==> src/logic/dram_pll_irq_defs.svh <==
`ifndef DRAM_PLL_IRQ_DEFS_SVH
`define DRAM_PLL_IRQ_DEFS_SVH

// register indexes; byte address is four times the index
`define IDX_MEMCFG 8'h66
`define IDX_FEN1 8'hB0
`define IDX_FEN2 8'hB1
`define IDX_STEER 8'hB2
`define IDX_FEN3 8'hB4
`define IDX_STATUS 8'hC0

// field positions, dram_pll_crystal_config
`define RAMSEL_LO_BIT 7
`define RAMSEL_HI_BIT 6
`define PLL_HI_BIT 4
`define PLL_LO_BIT 3
`define XTAL_EN_BIT 2
`define FEN2_MASK 8'hFC

// field positions, companion registers
`define SRC_SEL_BIT 6
`define EXT_EN_BIT 7
`define FEN3_MASK 8'hC0
`define LEG_HI_BIT 4
`define LEG_LO_BIT 2
`define PAGE_BIT 0
`define MEMCFG_MASK 8'h1D

// field positions, irq_steering_config
`define ROUTE_B_HI 7
`define ROUTE_B_LO 4
`define ROUTE_A_HI 3
`define ROUTE_A_LO 0

// reset values
`define RST_MEMCFG 8'h00
`define RST_FEN1 8'h00
`define RST_FEN2 8'h00
`define RST_STEER 8'h00
`define RST_FEN3 8'h00

// fixed levels when the full ISA bus is in use
`define ISA_IRQ_A 4'h3
`define ISA_IRQ_B 4'h6

// bus answers
`define RESP_OKAY 2'h0
`define RESP_SLVERR 2'h2

`endif

==> src/logic/dram_pll_irq_pkg.sv <==
`default_nettype none
package dram_pll_irq_pkg;
  typedef enum logic [1:0] {
    DRAM_512K_ONE,
    DRAM_1M_TWO,
    DRAM_2M_ONE,
    DRAM_4M_TWO
  } dram_mode_t;

  typedef enum logic [1:0] {
    PLL_40MHZ,
    PLL_50MHZ,
    PLL_66MHZ,
    PLL_RESERVED
  } pll_freq_t;

  typedef logic [1:0] axi_resp_t;
endpackage : dram_pll_irq_pkg
`default_nettype wire

==> src/logic/steer_if.sv <==
`timescale 1ns/10ps
`default_nettype none
interface steer_if;
  logic [3:0] codeA;
  logic [3:0] codeB;
  logic irqA;
  logic irqB;
  logic localBus;
  logic [15:0] irqLines;
  modport ctrl (
    output codeA, codeB, irqA, irqB, localBus,
    input irqLines
  );
  modport router (
    input codeA, codeB, irqA, irqB, localBus,
    output irqLines
  );
endinterface : steer_if
`default_nettype wire

==> src/logic/irq_router.sv <==
`timescale 1ns/10ps
`default_nettype none
`include "dram_pll_irq_defs.svh"
module irq_router (
  input wire logic clock,
  input wire logic rstLocal_n,
  steer_if.router steer
);
  import dram_pll_irq_pkg::*;

  // one-hot level for a steering code; reserved codes give none
  function automatic logic [15:0] routeLevel(input logic [3:0] code);
    logic [15:0] hot;
    hot = 16'h0000;
    case (code)
      4'h3, 4'h4, 4'h5, 4'h6, 4'h7,
      4'h9, 4'hA, 4'hB, 4'hC,
      4'hE, 4'hF: hot[code] = 1'b1;
      default: hot = 16'h0000;
    endcase
    return hot;
  endfunction : routeLevel

  logic [3:0] levelA;
  logic [3:0] levelB;
  logic [15:0] irqLines_ff;

  // steering only in local bus mode, fixed levels otherwise
  assign levelA = steer.localBus ? steer.codeA : `ISA_IRQ_A;
  assign levelB = steer.localBus ? steer.codeB : `ISA_IRQ_B;

  // registered merge of both routed inputs
  always_ff @(posedge clock or negedge rstLocal_n) begin
    if (!rstLocal_n) begin
      irqLines_ff <= 16'h0000;
    end else begin
      irqLines_ff <= ({16{steer.irqA}} & routeLevel(levelA)) |
                     ({16{steer.irqB}} & routeLevel(levelB));
    end
  end
  assign steer.irqLines = irqLines_ff;
endmodule : irq_router
`default_nettype wire

==> src/logic/dram_pll_irq_steering_config.sv <==
// What this block does
// - ram mode field in bits 7 and 6
// - extended enable takes dram mode from field
// - codes 00/01 give 512K or 1M
// - codes 10/11 give 2M or 4M
// - legacy ram mode ignored when extended
// - page mode bit still honoured when extended
// - pll frequency field in bits 4 and 3
// - crystal bit drives 14.336 MHz out while source select is clear
// - two four-bit interrupt steering fields
// - steering code to irq level map
// - steering only in local bus mode
// - source select drives baud clock out
// - extended dram enable in companion bit 7
`timescale 1ns/10ps
`default_nettype none
`include "dram_pll_irq_defs.svh"
module dram_pll_irq_steering_config (
  input wire logic clock,
  input wire logic rst_n,
  input wire logic [11:0] awaddr,
  input wire logic [2:0] awprot,
  input wire logic awvalid,
  output logic awready,
  input wire logic [31:0] wdata,
  input wire logic [3:0] wstrb,
  input wire logic wvalid,
  output logic wready,
  output dram_pll_irq_pkg::axi_resp_t bresp,
  output logic bvalid,
  input wire logic bready,
  input wire logic [11:0] araddr,
  input wire logic [2:0] arprot,
  input wire logic arvalid,
  output logic arready,
  output logic [31:0] rdata,
  output dram_pll_irq_pkg::axi_resp_t rresp,
  output logic rvalid,
  input wire logic rready,
  input wire logic localBusMode,
  input wire logic steerableIrqInA,
  input wire logic steerableIrqInB,
  input wire logic crystalClockIn,
  input wire logic uartBaudClock,
  output logic [15:0] irqLines,
  output logic dramExtended,
  output dram_pll_irq_pkg::dram_mode_t dramMode,
  output logic bank1Present,
  output logic [2:0] legacyRamMode,
  output logic enhancedPageMode,
  output dram_pll_irq_pkg::pll_freq_t pllFreqSel,
  output logic pllFreqReserved,
  output logic crystalClockOut,
  output logic crystalClockOutEn
);
  import dram_pll_irq_pkg::*;

  // word index of a byte address, or 8'h00 when outside the map
  function automatic logic [7:0] wordIndex(input logic [11:0] addr);
    return (addr[11:10] == 2'b00) ? addr[9:2] : 8'h00;
  endfunction : wordIndex

  // whether an index names one of our registers
  function automatic logic isMapped(input logic [7:0] idx);
    return (idx == `IDX_MEMCFG) || (idx == `IDX_FEN1) ||
           (idx == `IDX_FEN2) || (idx == `IDX_STEER) ||
           (idx == `IDX_FEN3) || (idx == `IDX_STATUS);
  endfunction : isMapped

  logic [1:0] rstSync_ff;
  logic rstLocal_n;
  logic [4:0] pinMeta_ff;
  logic [4:0] pinSync_ff;
  logic localSync;
  logic irqASync;
  logic irqBSync;
  logic xtalSync;
  logic baudSync;

  logic [7:0] memCfg_ff;
  logic [7:0] fen1_ff;
  logic [7:0] fen2_ff;
  logic [7:0] steerCfg_ff;
  logic [7:0] fen3_ff;

  logic wrTake;
  logic arTake;
  logic [7:0] wrIdx;
  logic [7:0] rdIdx;
  logic wrByte;
  logic bvalid_ff;
  axi_resp_t bresp_ff;
  logic rvalid_ff;
  axi_resp_t rresp_ff;
  logic [31:0] rdata_ff;
  logic [7:0] statusWord;

  logic dramExtended_ff;
  dram_mode_t dramMode_ff;
  logic bank1Present_ff;
  logic [2:0] legacyRamMode_ff;
  logic enhancedPageMode_ff;
  pll_freq_t pllFreqSel_ff;
  logic pllFreqReserved_ff;
  logic crystalClockOut_ff;
  logic crystalClockOutEn_ff;
  logic extEn;
  dram_mode_t nxt_dramMode;

  steer_if steer ();

  // reset release through two flip-flops
  always_ff @(posedge clock or negedge rst_n) begin
    if (!rst_n) begin
      rstSync_ff <= 2'b00;
    end else begin
      rstSync_ff <= {rstSync_ff[0], 1'b1};
    end
  end
  assign rstLocal_n = rstSync_ff[1];

  // two-stage synchronisers for all pin inputs
  always_ff @(posedge clock or negedge rstLocal_n) begin
    if (!rstLocal_n) begin
      pinMeta_ff <= 5'h00;
      pinSync_ff <= 5'h00;
    end else begin
      pinMeta_ff <= {uartBaudClock, crystalClockIn, steerableIrqInB,
                     steerableIrqInA, localBusMode};
      pinSync_ff <= pinMeta_ff;
    end
  end
  assign localSync = pinSync_ff[0];
  assign irqASync = pinSync_ff[1];
  assign irqBSync = pinSync_ff[2];
  assign xtalSync = pinSync_ff[3];
  assign baudSync = pinSync_ff[4];

  // write channel: address and data taken together, one at a time
  assign wrTake = awvalid && wvalid && !bvalid_ff;
  assign awready = wrTake;
  assign wready = wrTake;
  assign wrIdx = wordIndex(awaddr);
  assign wrByte = wrTake && wstrb[0];

  always_ff @(posedge clock or negedge rstLocal_n) begin
    if (!rstLocal_n) begin
      bvalid_ff <= 1'b0;
      bresp_ff <= `RESP_OKAY;
    end else if (wrTake) begin
      bvalid_ff <= 1'b1;
      bresp_ff <= isMapped(wrIdx) ? `RESP_OKAY : `RESP_SLVERR;
    end else if (bready) begin
      bvalid_ff <= 1'b0;
    end
  end
  assign bvalid = bvalid_ff;
  assign bresp = bresp_ff;

  // dram, pll and crystal configuration
  always_ff @(posedge clock or negedge rstLocal_n) begin
    if (!rstLocal_n) begin
      fen2_ff <= `RST_FEN2;
    end else if (wrByte && wrIdx == `IDX_FEN2) begin
      fen2_ff <= wdata[7:0] & `FEN2_MASK;
    end
  end

  // interrupt steering fields
  always_ff @(posedge clock or negedge rstLocal_n) begin
    if (!rstLocal_n) begin
      steerCfg_ff <= `RST_STEER;
    end else if (wrByte && wrIdx == `IDX_STEER) begin
      steerCfg_ff <= wdata[7:0];
    end
  end

  // companion registers: memory config, source select, extended enable
  always_ff @(posedge clock or negedge rstLocal_n) begin
    if (!rstLocal_n) begin
      memCfg_ff <= `RST_MEMCFG;
      fen1_ff <= `RST_FEN1;
      fen3_ff <= `RST_FEN3;
    end else if (wrByte) begin
      if (wrIdx == `IDX_MEMCFG) begin
        memCfg_ff <= wdata[7:0] & `MEMCFG_MASK;
      end
      if (wrIdx == `IDX_FEN1) begin
        fen1_ff <= {1'b0, wdata[`SRC_SEL_BIT], 6'h00};
      end
      if (wrIdx == `IDX_FEN3) begin
        fen3_ff <= wdata[7:0] & `FEN3_MASK;
      end
    end
  end

  // read channel, one outstanding read
  assign arTake = arvalid && !rvalid_ff;
  assign arready = arTake;
  assign rdIdx = wordIndex(araddr);
  assign statusWord = {localSync, dramExtended_ff, dramMode_ff,
                       pllFreqSel_ff, crystalClockOutEn_ff,
                       pllFreqReserved_ff};

  always_ff @(posedge clock or negedge rstLocal_n) begin
    if (!rstLocal_n) begin
      rvalid_ff <= 1'b0;
      rresp_ff <= `RESP_OKAY;
      rdata_ff <= 32'h0000_0000;
    end else if (arTake) begin
      rvalid_ff <= 1'b1;
      rresp_ff <= isMapped(rdIdx) ? `RESP_OKAY : `RESP_SLVERR;
      case (rdIdx)
        `IDX_MEMCFG: rdata_ff <= {24'h000000, memCfg_ff};
        `IDX_FEN2: rdata_ff <= {24'h000000, fen2_ff};
        `IDX_STEER: rdata_ff <= {24'h000000, steerCfg_ff};
        `IDX_FEN3: rdata_ff <= {24'h000000, fen3_ff};
        `IDX_STATUS: rdata_ff <= {24'h000000, statusWord};
        default: rdata_ff <= 32'h0000_0000; // source select is write-only
      endcase
    end else if (rready) begin
      rvalid_ff <= 1'b0;
    end
  end
  assign rvalid = rvalid_ff;
  assign rresp = rresp_ff;
  assign rdata = rdata_ff;

  // dram mode decode: bit 7 is mode bit 0, bit 6 is mode bit 1
  assign extEn = fen3_ff[`EXT_EN_BIT];
  always_comb begin
    case ({fen2_ff[`RAMSEL_HI_BIT], fen2_ff[`RAMSEL_LO_BIT]})
      2'b00: nxt_dramMode = DRAM_512K_ONE;
      2'b01: nxt_dramMode = DRAM_1M_TWO;
      2'b10: nxt_dramMode = DRAM_2M_ONE;
      2'b11: nxt_dramMode = DRAM_4M_TWO;
      default: nxt_dramMode = DRAM_512K_ONE;
    endcase
  end

  // registered memory configuration outputs
  always_ff @(posedge clock or negedge rstLocal_n) begin
    if (!rstLocal_n) begin
      dramExtended_ff <= 1'b0;
      dramMode_ff <= DRAM_512K_ONE;
      bank1Present_ff <= 1'b0;
      legacyRamMode_ff <= 3'h0;
      enhancedPageMode_ff <= 1'b0;
    end else begin
      dramExtended_ff <= extEn;
      dramMode_ff <= nxt_dramMode;
      bank1Present_ff <= extEn && nxt_dramMode[0];
      legacyRamMode_ff <= extEn ? 3'h0 :
                          memCfg_ff[`LEG_HI_BIT:`LEG_LO_BIT];
      enhancedPageMode_ff <= memCfg_ff[`PAGE_BIT];
    end
  end

  // pll frequency select; reserved code is flagged, not altered
  always_ff @(posedge clock or negedge rstLocal_n) begin
    if (!rstLocal_n) begin
      pllFreqSel_ff <= PLL_40MHZ;
      pllFreqReserved_ff <= 1'b0;
    end else begin
      pllFreqSel_ff <= pll_freq_t'(fen2_ff[`PLL_HI_BIT:`PLL_LO_BIT]);
      pllFreqReserved_ff <= &fen2_ff[`PLL_HI_BIT:`PLL_LO_BIT];
    end
  end

  // crystal output pin: baud clock, crystal clock or three-state
  always_ff @(posedge clock or negedge rstLocal_n) begin
    if (!rstLocal_n) begin
      crystalClockOut_ff <= 1'b0;
      crystalClockOutEn_ff <= 1'b0;
    end else begin
      crystalClockOut_ff <= fen1_ff[`SRC_SEL_BIT] ? baudSync :
                            xtalSync;
      crystalClockOutEn_ff <= fen1_ff[`SRC_SEL_BIT] ||
                              fen2_ff[`XTAL_EN_BIT];
    end
  end

  assign dramExtended = dramExtended_ff;
  assign dramMode = dramMode_ff;
  assign bank1Present = bank1Present_ff;
  assign legacyRamMode = legacyRamMode_ff;
  assign enhancedPageMode = enhancedPageMode_ff;
  assign pllFreqSel = pllFreqSel_ff;
  assign pllFreqReserved = pllFreqReserved_ff;
  assign crystalClockOut = crystalClockOut_ff;
  assign crystalClockOutEn = crystalClockOutEn_ff;

  // interrupt steering
  assign steer.codeA = steerCfg_ff[`ROUTE_A_HI:`ROUTE_A_LO];
  assign steer.codeB = steerCfg_ff[`ROUTE_B_HI:`ROUTE_B_LO];
  assign steer.irqA = irqASync;
  assign steer.irqB = irqBSync;
  assign steer.localBus = localSync;

  irq_router router (
    .clock(clock),
    .rstLocal_n(rstLocal_n),
    .steer(steer)
  );
  assign irqLines = steer.irqLines;
endmodule : dram_pll_irq_steering_config
`default_nettype wire

==> config.mk <==
export PLATFORM = sky130hd
export DESIGN_NAME = dram_pll_irq_steering_config
export DESIGN_NICKNAME = d
export VERILOG_FILES = /design/src/logic/dram_pll_irq_pkg.sv /design/src/logic/steer_if.sv /design/src/logic/irq_router.sv /design/src/logic/dram_pll_irq_steering_config.sv
export VERILOG_INCLUDE_DIRS = /design/src /design/src/logic
export SDC_FILE = /design/constraint.sdc
export NUM_CORES = 1
export LEC_CHECK = 0
export BUFFER_PORTS_ARGS = -buffer_cell sky130_fd_sc_hd__clkbuf_2
export CAP_MARGIN = 20
export CORE_MARGIN = 10
export CORE_UTILIZATION = 39
export CTS_BUF_LIST = sky130_fd_sc_hd__clkbuf_8
export DETAILED_ROUTE_END_ITERATION = 12
export PLACE_DENSITY = 0.68
export SYNTH_ARGS = -nofsm -noshare
export SYNTH_HDL_FRONTEND = slang
export SYNTH_SLANG_ARGS = --single-unit
==> constraint.sdc <==
create_clock -name clock -period 2.5 [get_ports clock]
set_clock_uncertainty 0.05 [all_clocks]
set_input_delay 0.25 -clock clock [delete_from_list [all_inputs] [get_ports clock]]
set_output_delay 0.25 -clock clock [all_outputs]
set_load 0.05 [all_outputs]
# Word level (Yosys, flattened, before mapping)
# Index checks and enable logic that the tools add are counted.
[classes] order_cmp=4 n_eq_ne=37 mux=20 bitwise_logic=3 n_reduce_logical=33
[op_table] op="equality test 8 bit (second input constant)" n=10
[op_table] op="equality test 4 bit (second input constant)" n=12
[op_table] op="case mux 8 bit (5 select lines)" n=1
[op_table] op="AND 16 bit" n=2
[op_table] op="equality test 4 x 3 -> 1 bit (second input constant)" n=8
[op_table] op="two-way mux 16 bit" n=2
[op_table] op="OR reduction 11 bit" n=2
[op_table] op="equality test 8 x 7 -> 1 bit (second input constant)" n=2
[op_table] op="two-way mux 8 bit" n=2
[op_table] op="bitwise OR 16 bit" n=1
[op_table] op="logical OR 1 bit" n=11
[op_table] op="less-than comparator 4 x 5 -> 1 bit (second input constant)" n=2
[op_table] op="logical AND 1 bit" n=9
[op_table] op="demux 1 bit (select 4 bit)" n=2
[op_table] op="equality test 4 x 2 -> 1 bit (second input constant)" n=2
[op_table] op=">= comparator 4 x 1 -> 1 bit (second input constant)" n=2
[op_table] op="two-way mux 4 bit" n=2
[op_table] op="case mux 2 bit (4 select lines)" n=1
[op_table] op="AND reduction 2 bit" n=4
[op_table] op="two-way mux 1 bit" n=7
[op_table] op="logical NOT 2 bit" n=3
[op_table] op="equality test 2 bit (second input constant)" n=2
[op_table] op="two-way mux 2 bit" n=2
[op_table] op="nonzero test 2 bit" n=2
[op_table] op="other kinds (3)" n=4
[word_totals] register_bits=100 inputBits=78 elab_cells=120

# Depth between registers and ports, before layout
[depth] word_depth=9 ltp_mapped=6

# Modules after synthesis
# A second synthesis with hierarchy kept.
[hier_totals] hier_cells=260 hier_area_um2=3248.1
[by_module_without_submodules] module="dram_pll_irq_steering_config" n_inst=1 cells_per_inst=207 area_each_um2=2611.3
[by_module_without_submodules] module="irq_router" n_inst=1 cells_per_inst=53 area_each_um2=636.9

# Least setup slack after synthesis
# Ideal clock, no wire load.
[synth_path] kind="register to register" startpoint="register bvalid_ff, in the netlist bvalid" endpoint="register fen2_ff[2]" setup_ns=0.125 t_arrival_ns=2.036 t_required_ns=2.325 slack_ns=0.290 stages_incl_launch_ff=7 n_path_buf=0 period_less_slack_ns=2.210 path_cell_list="dfrtp_1 -> inv_1 -> nand3_1 -> inv_1 -> and2_0 -> nand4_1 -> mux2_2"
[synth_between] elab_chain_len=4
[synth_rtl] element="start: declaration" line_no="dram_pll_irq_steering_config.sv:91" rtl="logic bvalid_ff;"
[synth_rtl] element="start signal: assignment" line_no="dram_pll_irq_steering_config.sv:148" rtl="bvalid_ff <= 1'b0;"
[synth_rtl] element="start signal: assignment" line_no="dram_pll_irq_steering_config.sv:151" rtl="bvalid_ff <= 1'b1;"
[synth_rtl] element="start signal: assignment" line_no="dram_pll_irq_steering_config.sv:154" rtl="bvalid_ff <= 1'b0;"
[synth_rtl] element="logical NOT 1 bit" line_no="dram_pll_irq_steering_config.sv:140" rtl="assign wrTake = awvalid && wvalid && !bvalid_ff;"
[synth_rtl] element="logical AND 1 bit" line_no="dram_pll_irq_steering_config.sv:140"
[synth_rtl] element="named net awready" line_no="dram_pll_irq_steering_config.sv:24" rtl="output logic awready,"
[synth_rtl] element="logical AND 1 bit" line_no="dram_pll_irq_steering_config.sv:144" rtl="assign wrByte = wrTake && wstrb[0];"
[synth_rtl] element="logical AND 1 bit (no source line)"
[synth_rtl] element="end signal: assignment" line_no="dram_pll_irq_steering_config.sv:163" rtl="fen2_ff <= `RST_FEN2;"
[synth_rtl] element="end signal: assignment" line_no="dram_pll_irq_steering_config.sv:165" rtl="fen2_ff <= wdata[7:0] & `FEN2_MASK;"
[synth_rtl] element="end: declaration" line_no="dram_pll_irq_steering_config.sv:82" rtl="logic [7:0] fen2_ff;"
# The timed path passes the listed nets, and every way through them passes these cells.
# A chain may end at the register's enable or synchronous reset.

# Final worst setup path
[layout_path] startpoint="register bvalid_ff, in the netlist bvalid" endpoint="register fen2_ff[6]"
[layout_between] elab_chain_len=4
[layout_rtl] element="logical NOT 1 bit" line_no="dram_pll_irq_steering_config.sv:140"
[layout_rtl] element="logical AND 1 bit" line_no="dram_pll_irq_steering_config.sv:140"
[layout_rtl] element="logical AND 1 bit" line_no="dram_pll_irq_steering_config.sv:144"
[layout_rtl] element="logical AND 1 bit (no source line)"
# No other way between the ends.

==> results.txt <==
----------------------------------------------------
[Worst setup path]
  Arr. time, crit path ... ~2100 ps
  Register-to-Register Setup Slack ... ~550 ps
  Crit Reg-Reg Endpoint ... fen2_ff[6]$_DFFE_PN0P_
  Largest fanout on the critical path ... 6
  Worst Reg-to-Reg Cells ... 6
  Max stage delay on crit path ... about 400 ps
  Critical Path Most Common Cell ... sky130_fd_sc_hd__inv_1
  Slowest-stage cell, CP ... sky130_fd_sc_hd__mux2_2
  Capturing element type of the critical path ... flip-flop
  Source of the worst register-to-register timing path ... bvalid$_DFFE_PN0P_
  Kind of critical path ... reg -> reg
  Launching element type of the critical path ... flip-flop
  Worst setup path end ... fen2_ff[6]$_DFFE_PN0P_
  Cells along the critical path ... inv_1, nand3_1, inv_1, and2_0, nand4_1, mux2_2
  CP startpoint ... bvalid$_DFFE_PN0P_
  Required time of the critical path ... approximately 2700 ps

[STA]
  RSZ-0062 raised after global routing ... false
  Ratio of final minimum period to clock period ... 0.779
  Tightest slew margin relative to the limit ... 0.598
  Endpoints failing hold ... 0
  Total Negative Setup Slacks ... 0 ps
  Worst Max-Slew Pin Slew ... just over 600 ps
  Slew Viols, Final ... 0
  Max Clock Freq ... 514 MHz
  Final hold slack ... about 43 ps
  Final setup viols ... 0
  Final Critical Period ... roughly 2000 ps
  Setup slack after layout ... 553 ps

[CTS]
  Num Clock Sinks ... 74
  Clock latency on the worst-skew pair ... between 300 and 400 ps
  Number of levels in the clock H-tree ... 3
  CTS root buffer ... sky130_fd_sc_hd__clkbuf_8
  Post-cts gate resize count ... 0
  Clock Tree Buf Depth ... 2
  CTS tree ... yes
  CTS clk-pin slew, worst paths ... approximately 70 ps
  Inserted Clock Buffers ... 9
  Count of buffers added by post-CTS timing repair for setup ... 0

[Detailed routing]
  DRC viols ... 0
  Detailed Route Iter0 Violations ... 104
  Average wire length per cell after detail routing ... approximately 16 µm
  First-pass iteration count of the detailed router ... 4
  Routed wire length ... 8190 µm
  Via density ... around 5.1
  Via count of the routed design ... approximately 2500
  Antenna Violating Nets Remaining ... 0

[Yosys]
  Yosys top cell area share ... 0.558
  Synth area leaders ... sky130_fd_sc_hd__dfrtp_1 56%, sky130_fd_sc_hd__mux2_2 7.5%, sky130_fd_sc_hd__buf_4 6.1%
  Mapped Area ... between 3000 and 4000 µm²
  Count of different cell masters after synthesis ... 50
  FFs w/ async S/R, synth ... 1.00
  Number of synthesized flops with an enable pin ... 0
  Number of cells produced by synthesis ... around 290
  Flip-flop and latch count after synthesis ... between 70 and 80
  Count of yosys warnings during synthesis ... 0
  Cell accounting for the most synthesized area ... sky130_fd_sc_hd__dfrtp_1
  Post-synthesis sequential area ratio ... 0.558
  Synthesized area divided by synthesized cell count ... ~11 µm²
  Synth top cells by count ... 74 x sky130_fd_sc_hd__dfrtp_1, 27 x sky130_fd_sc_hd__buf_4, 24 x sky130_fd_sc_hd__nand2_1, 22 x sky130_fd_sc_hd__mux2_2, 17 x sky130_fd_sc_hd__nor2_1
  Most common cell in the netlist ... sky130_fd_sc_hd__dfrtp_1
  Top FF cell, synth ... sky130_fd_sc_hd__dfrtp_1

[Layout]
  Number of inserted diodes ... 0
  Fillers ... between 700 and 800
  Final net count ... between 400 and 500
  Post-synthesis to final-layout area growth ... 21.2%
  Fraction of layout cells with a size suffix above 1 ... 0.333
  Non-filler instance count after layout ... about 500

[Power]
  Share of total power in sequential cells ... 0.483
  Internal power contribution ... roughly 1.9 mW
  Part of the power in combinational logic ... 0.143
  Maximum VDD drop ... 0.403 mV
  Power per cell area ... between 600 and 700 nW/µm²
  Leak ... around 2.0 nW
  Clock network fraction of design power ... 0.374
  Switching pwr ... 0.743 mW
  Switching share of power ... 0.285

[Global routing]
  First-pass GRT wire length ... approximately 13000 µm
  Pin count of the biggest net entering global routing ... 48
  Total gr overflow ... 0
  Antenna violations before repair ... 0
  Global router's overall resource usage ... 0.130
  Number of global-route vias before repair ... about 2600

[Worst hold path]
  Tightest Hold Check Type ... in -> reg
  Launch point of the worst hold path ... bready

[Placement]
  Worst setup slack after placement ... approximately 570 ps
  HPWL after detailed placement ... 6300 µm
  Placed instance count ... between 400 and 500
  Count of input and output buffers ... 84
  Global placer's final weighted congestion ... between 0.8 and 0.9

[Die]
  Die span in x ... about 110 µm
  Die Y-Extent ... approximately 110 µm
  Initial core utilization ... 0.402
  Floorplan die area ... ~13000 µm²
  CORE AREA ... roughly 8300 µm²
  Boundary Pins ... between 100 and 150
  Cell Rows ... 33

[Status]
  Outcome ... finished, final reports clean

[Flow run]
  Max-cap violation count ... 0

----------------------------------------------------
## per-stage QoR
step	area (µm²)	power, mW	util
2_1_floorplan	3430	1.58	-
3_3_place_gp	3750	1.64	0.454
4_1_cts	4020	2.64	0.487
6_report	4020	2.61	0.487
3_5_place_dp	3750	1.65	0.454
5_1_grt	4020	2.72	0.487
## cell families (layout without fill, tap and decap cells)
kind of cell           Yosys count  after routing  synth area share
other                            2             32           0.00226
multiplexers                    22             22            0.0747
flip-flops                      74             74             0.558
AO/OA/AOI/OAI                   40             40            0.0830
buffers and inverters           48            120            0.0924
AND/OR/NAND/NOR                108            108             0.190
## cell type report
class,count,area [µm²],area share
clock buffer,9,124,0.0308
multi-input combinational,202,1270,0.316
tap,105,131,0.0327
inverter,12,45.0,0.0112
timing repair buffer,92,508,0.126
sequential,74,1850,0.461
clock inverter,7,87.6,0.0218
## placed cells by master (no fill, tap or decap), drive strengths merged, types with 4 or more instances in the layout
cell type	count
a21oi	6
nand3b	4
mux2	22
nor2b	6
conb	32
nand4	6
dlygate4sd3	6
clkbuf	93
o21ai	4
nand3	12
nor3	13
inv	15
o211ai	4
o22ai	10
nor2	17
nand2	24
or3b	4
dfrtp	74
and2	5
## worst min path at each step
stage / end / slack [ps] / cells after the start
floorplan: rstSync_ff[0]$_DFF_PN0_ / -100 / 0
global placement: rstSync_ff[0]$_DFF_PN0_ / -10 / 1
detailed placement: rstSync_ff[0]$_DFF_PN0_ / -10 / 1
CTS: rvalid$_DFFE_PN0P_ / 30 / 2
global route: rvalid$_DFFE_PN0P_ / 30 / 2
finish: bvalid$_DFFE_PN0P_ / 40 / 2
## critical path, delay by kind of cell (launching register included)
| family | cells | cell delay, ps |
|---|---|---|
| mux | 1 | 390 |
| simple gates | 3 | 800 |
| flops | 1 | 380 |
| buf+inv | 2 | 210 |
## layer usage
layer	vias up	global-route usage	wire [µm]
li1	1184	-	-
met1	1219	0.157	3500
met2	130	0.200	3720
met3	10	0.0554	856
met4	0	0.0499	122
met5	-	0	0
## sequential cells by signal (all words and copies together), names as in the netlist
register	cells
router.steer.irqLines	16
rdata	8
steerCfg_ff	8
fen2_ff	6
pinMeta_ff	5
pinSync_ff	5
memCfg_ff	4
legacyRamMode	3
dramMode	2
fen3_ff	2
pllFreqSel	2
rstSync_ff	2
bank1Present	1
bresp	1
bvalid	1
crystalClockOut	1
crystalClockOutEn	1
dramExtended	1
enhancedPageMode	1
fen1_ff	1
pllFreqReserved	1
rresp	1
rvalid	1
## power by group through the flow
stage	Clock, mW	Sequential [mW]	Combinational [mW]
4_1_cts	1.00	1.26	0.373
3_5_place_dp	0	1.28	0.365
3_3_place_gp	0	1.28	0.362
5_1_grt	1.05	1.27	0.400
2_1_floorplan	0	1.37	0.207
6_report	0.976	1.26	0.373
## repair_timing
item	CTS	global route
setup endpoints to repair	0	0
hold buffers	6	0
endpoints found under the hold margin	7	0
Note: power is estimated with default switching activity, not from simulation.
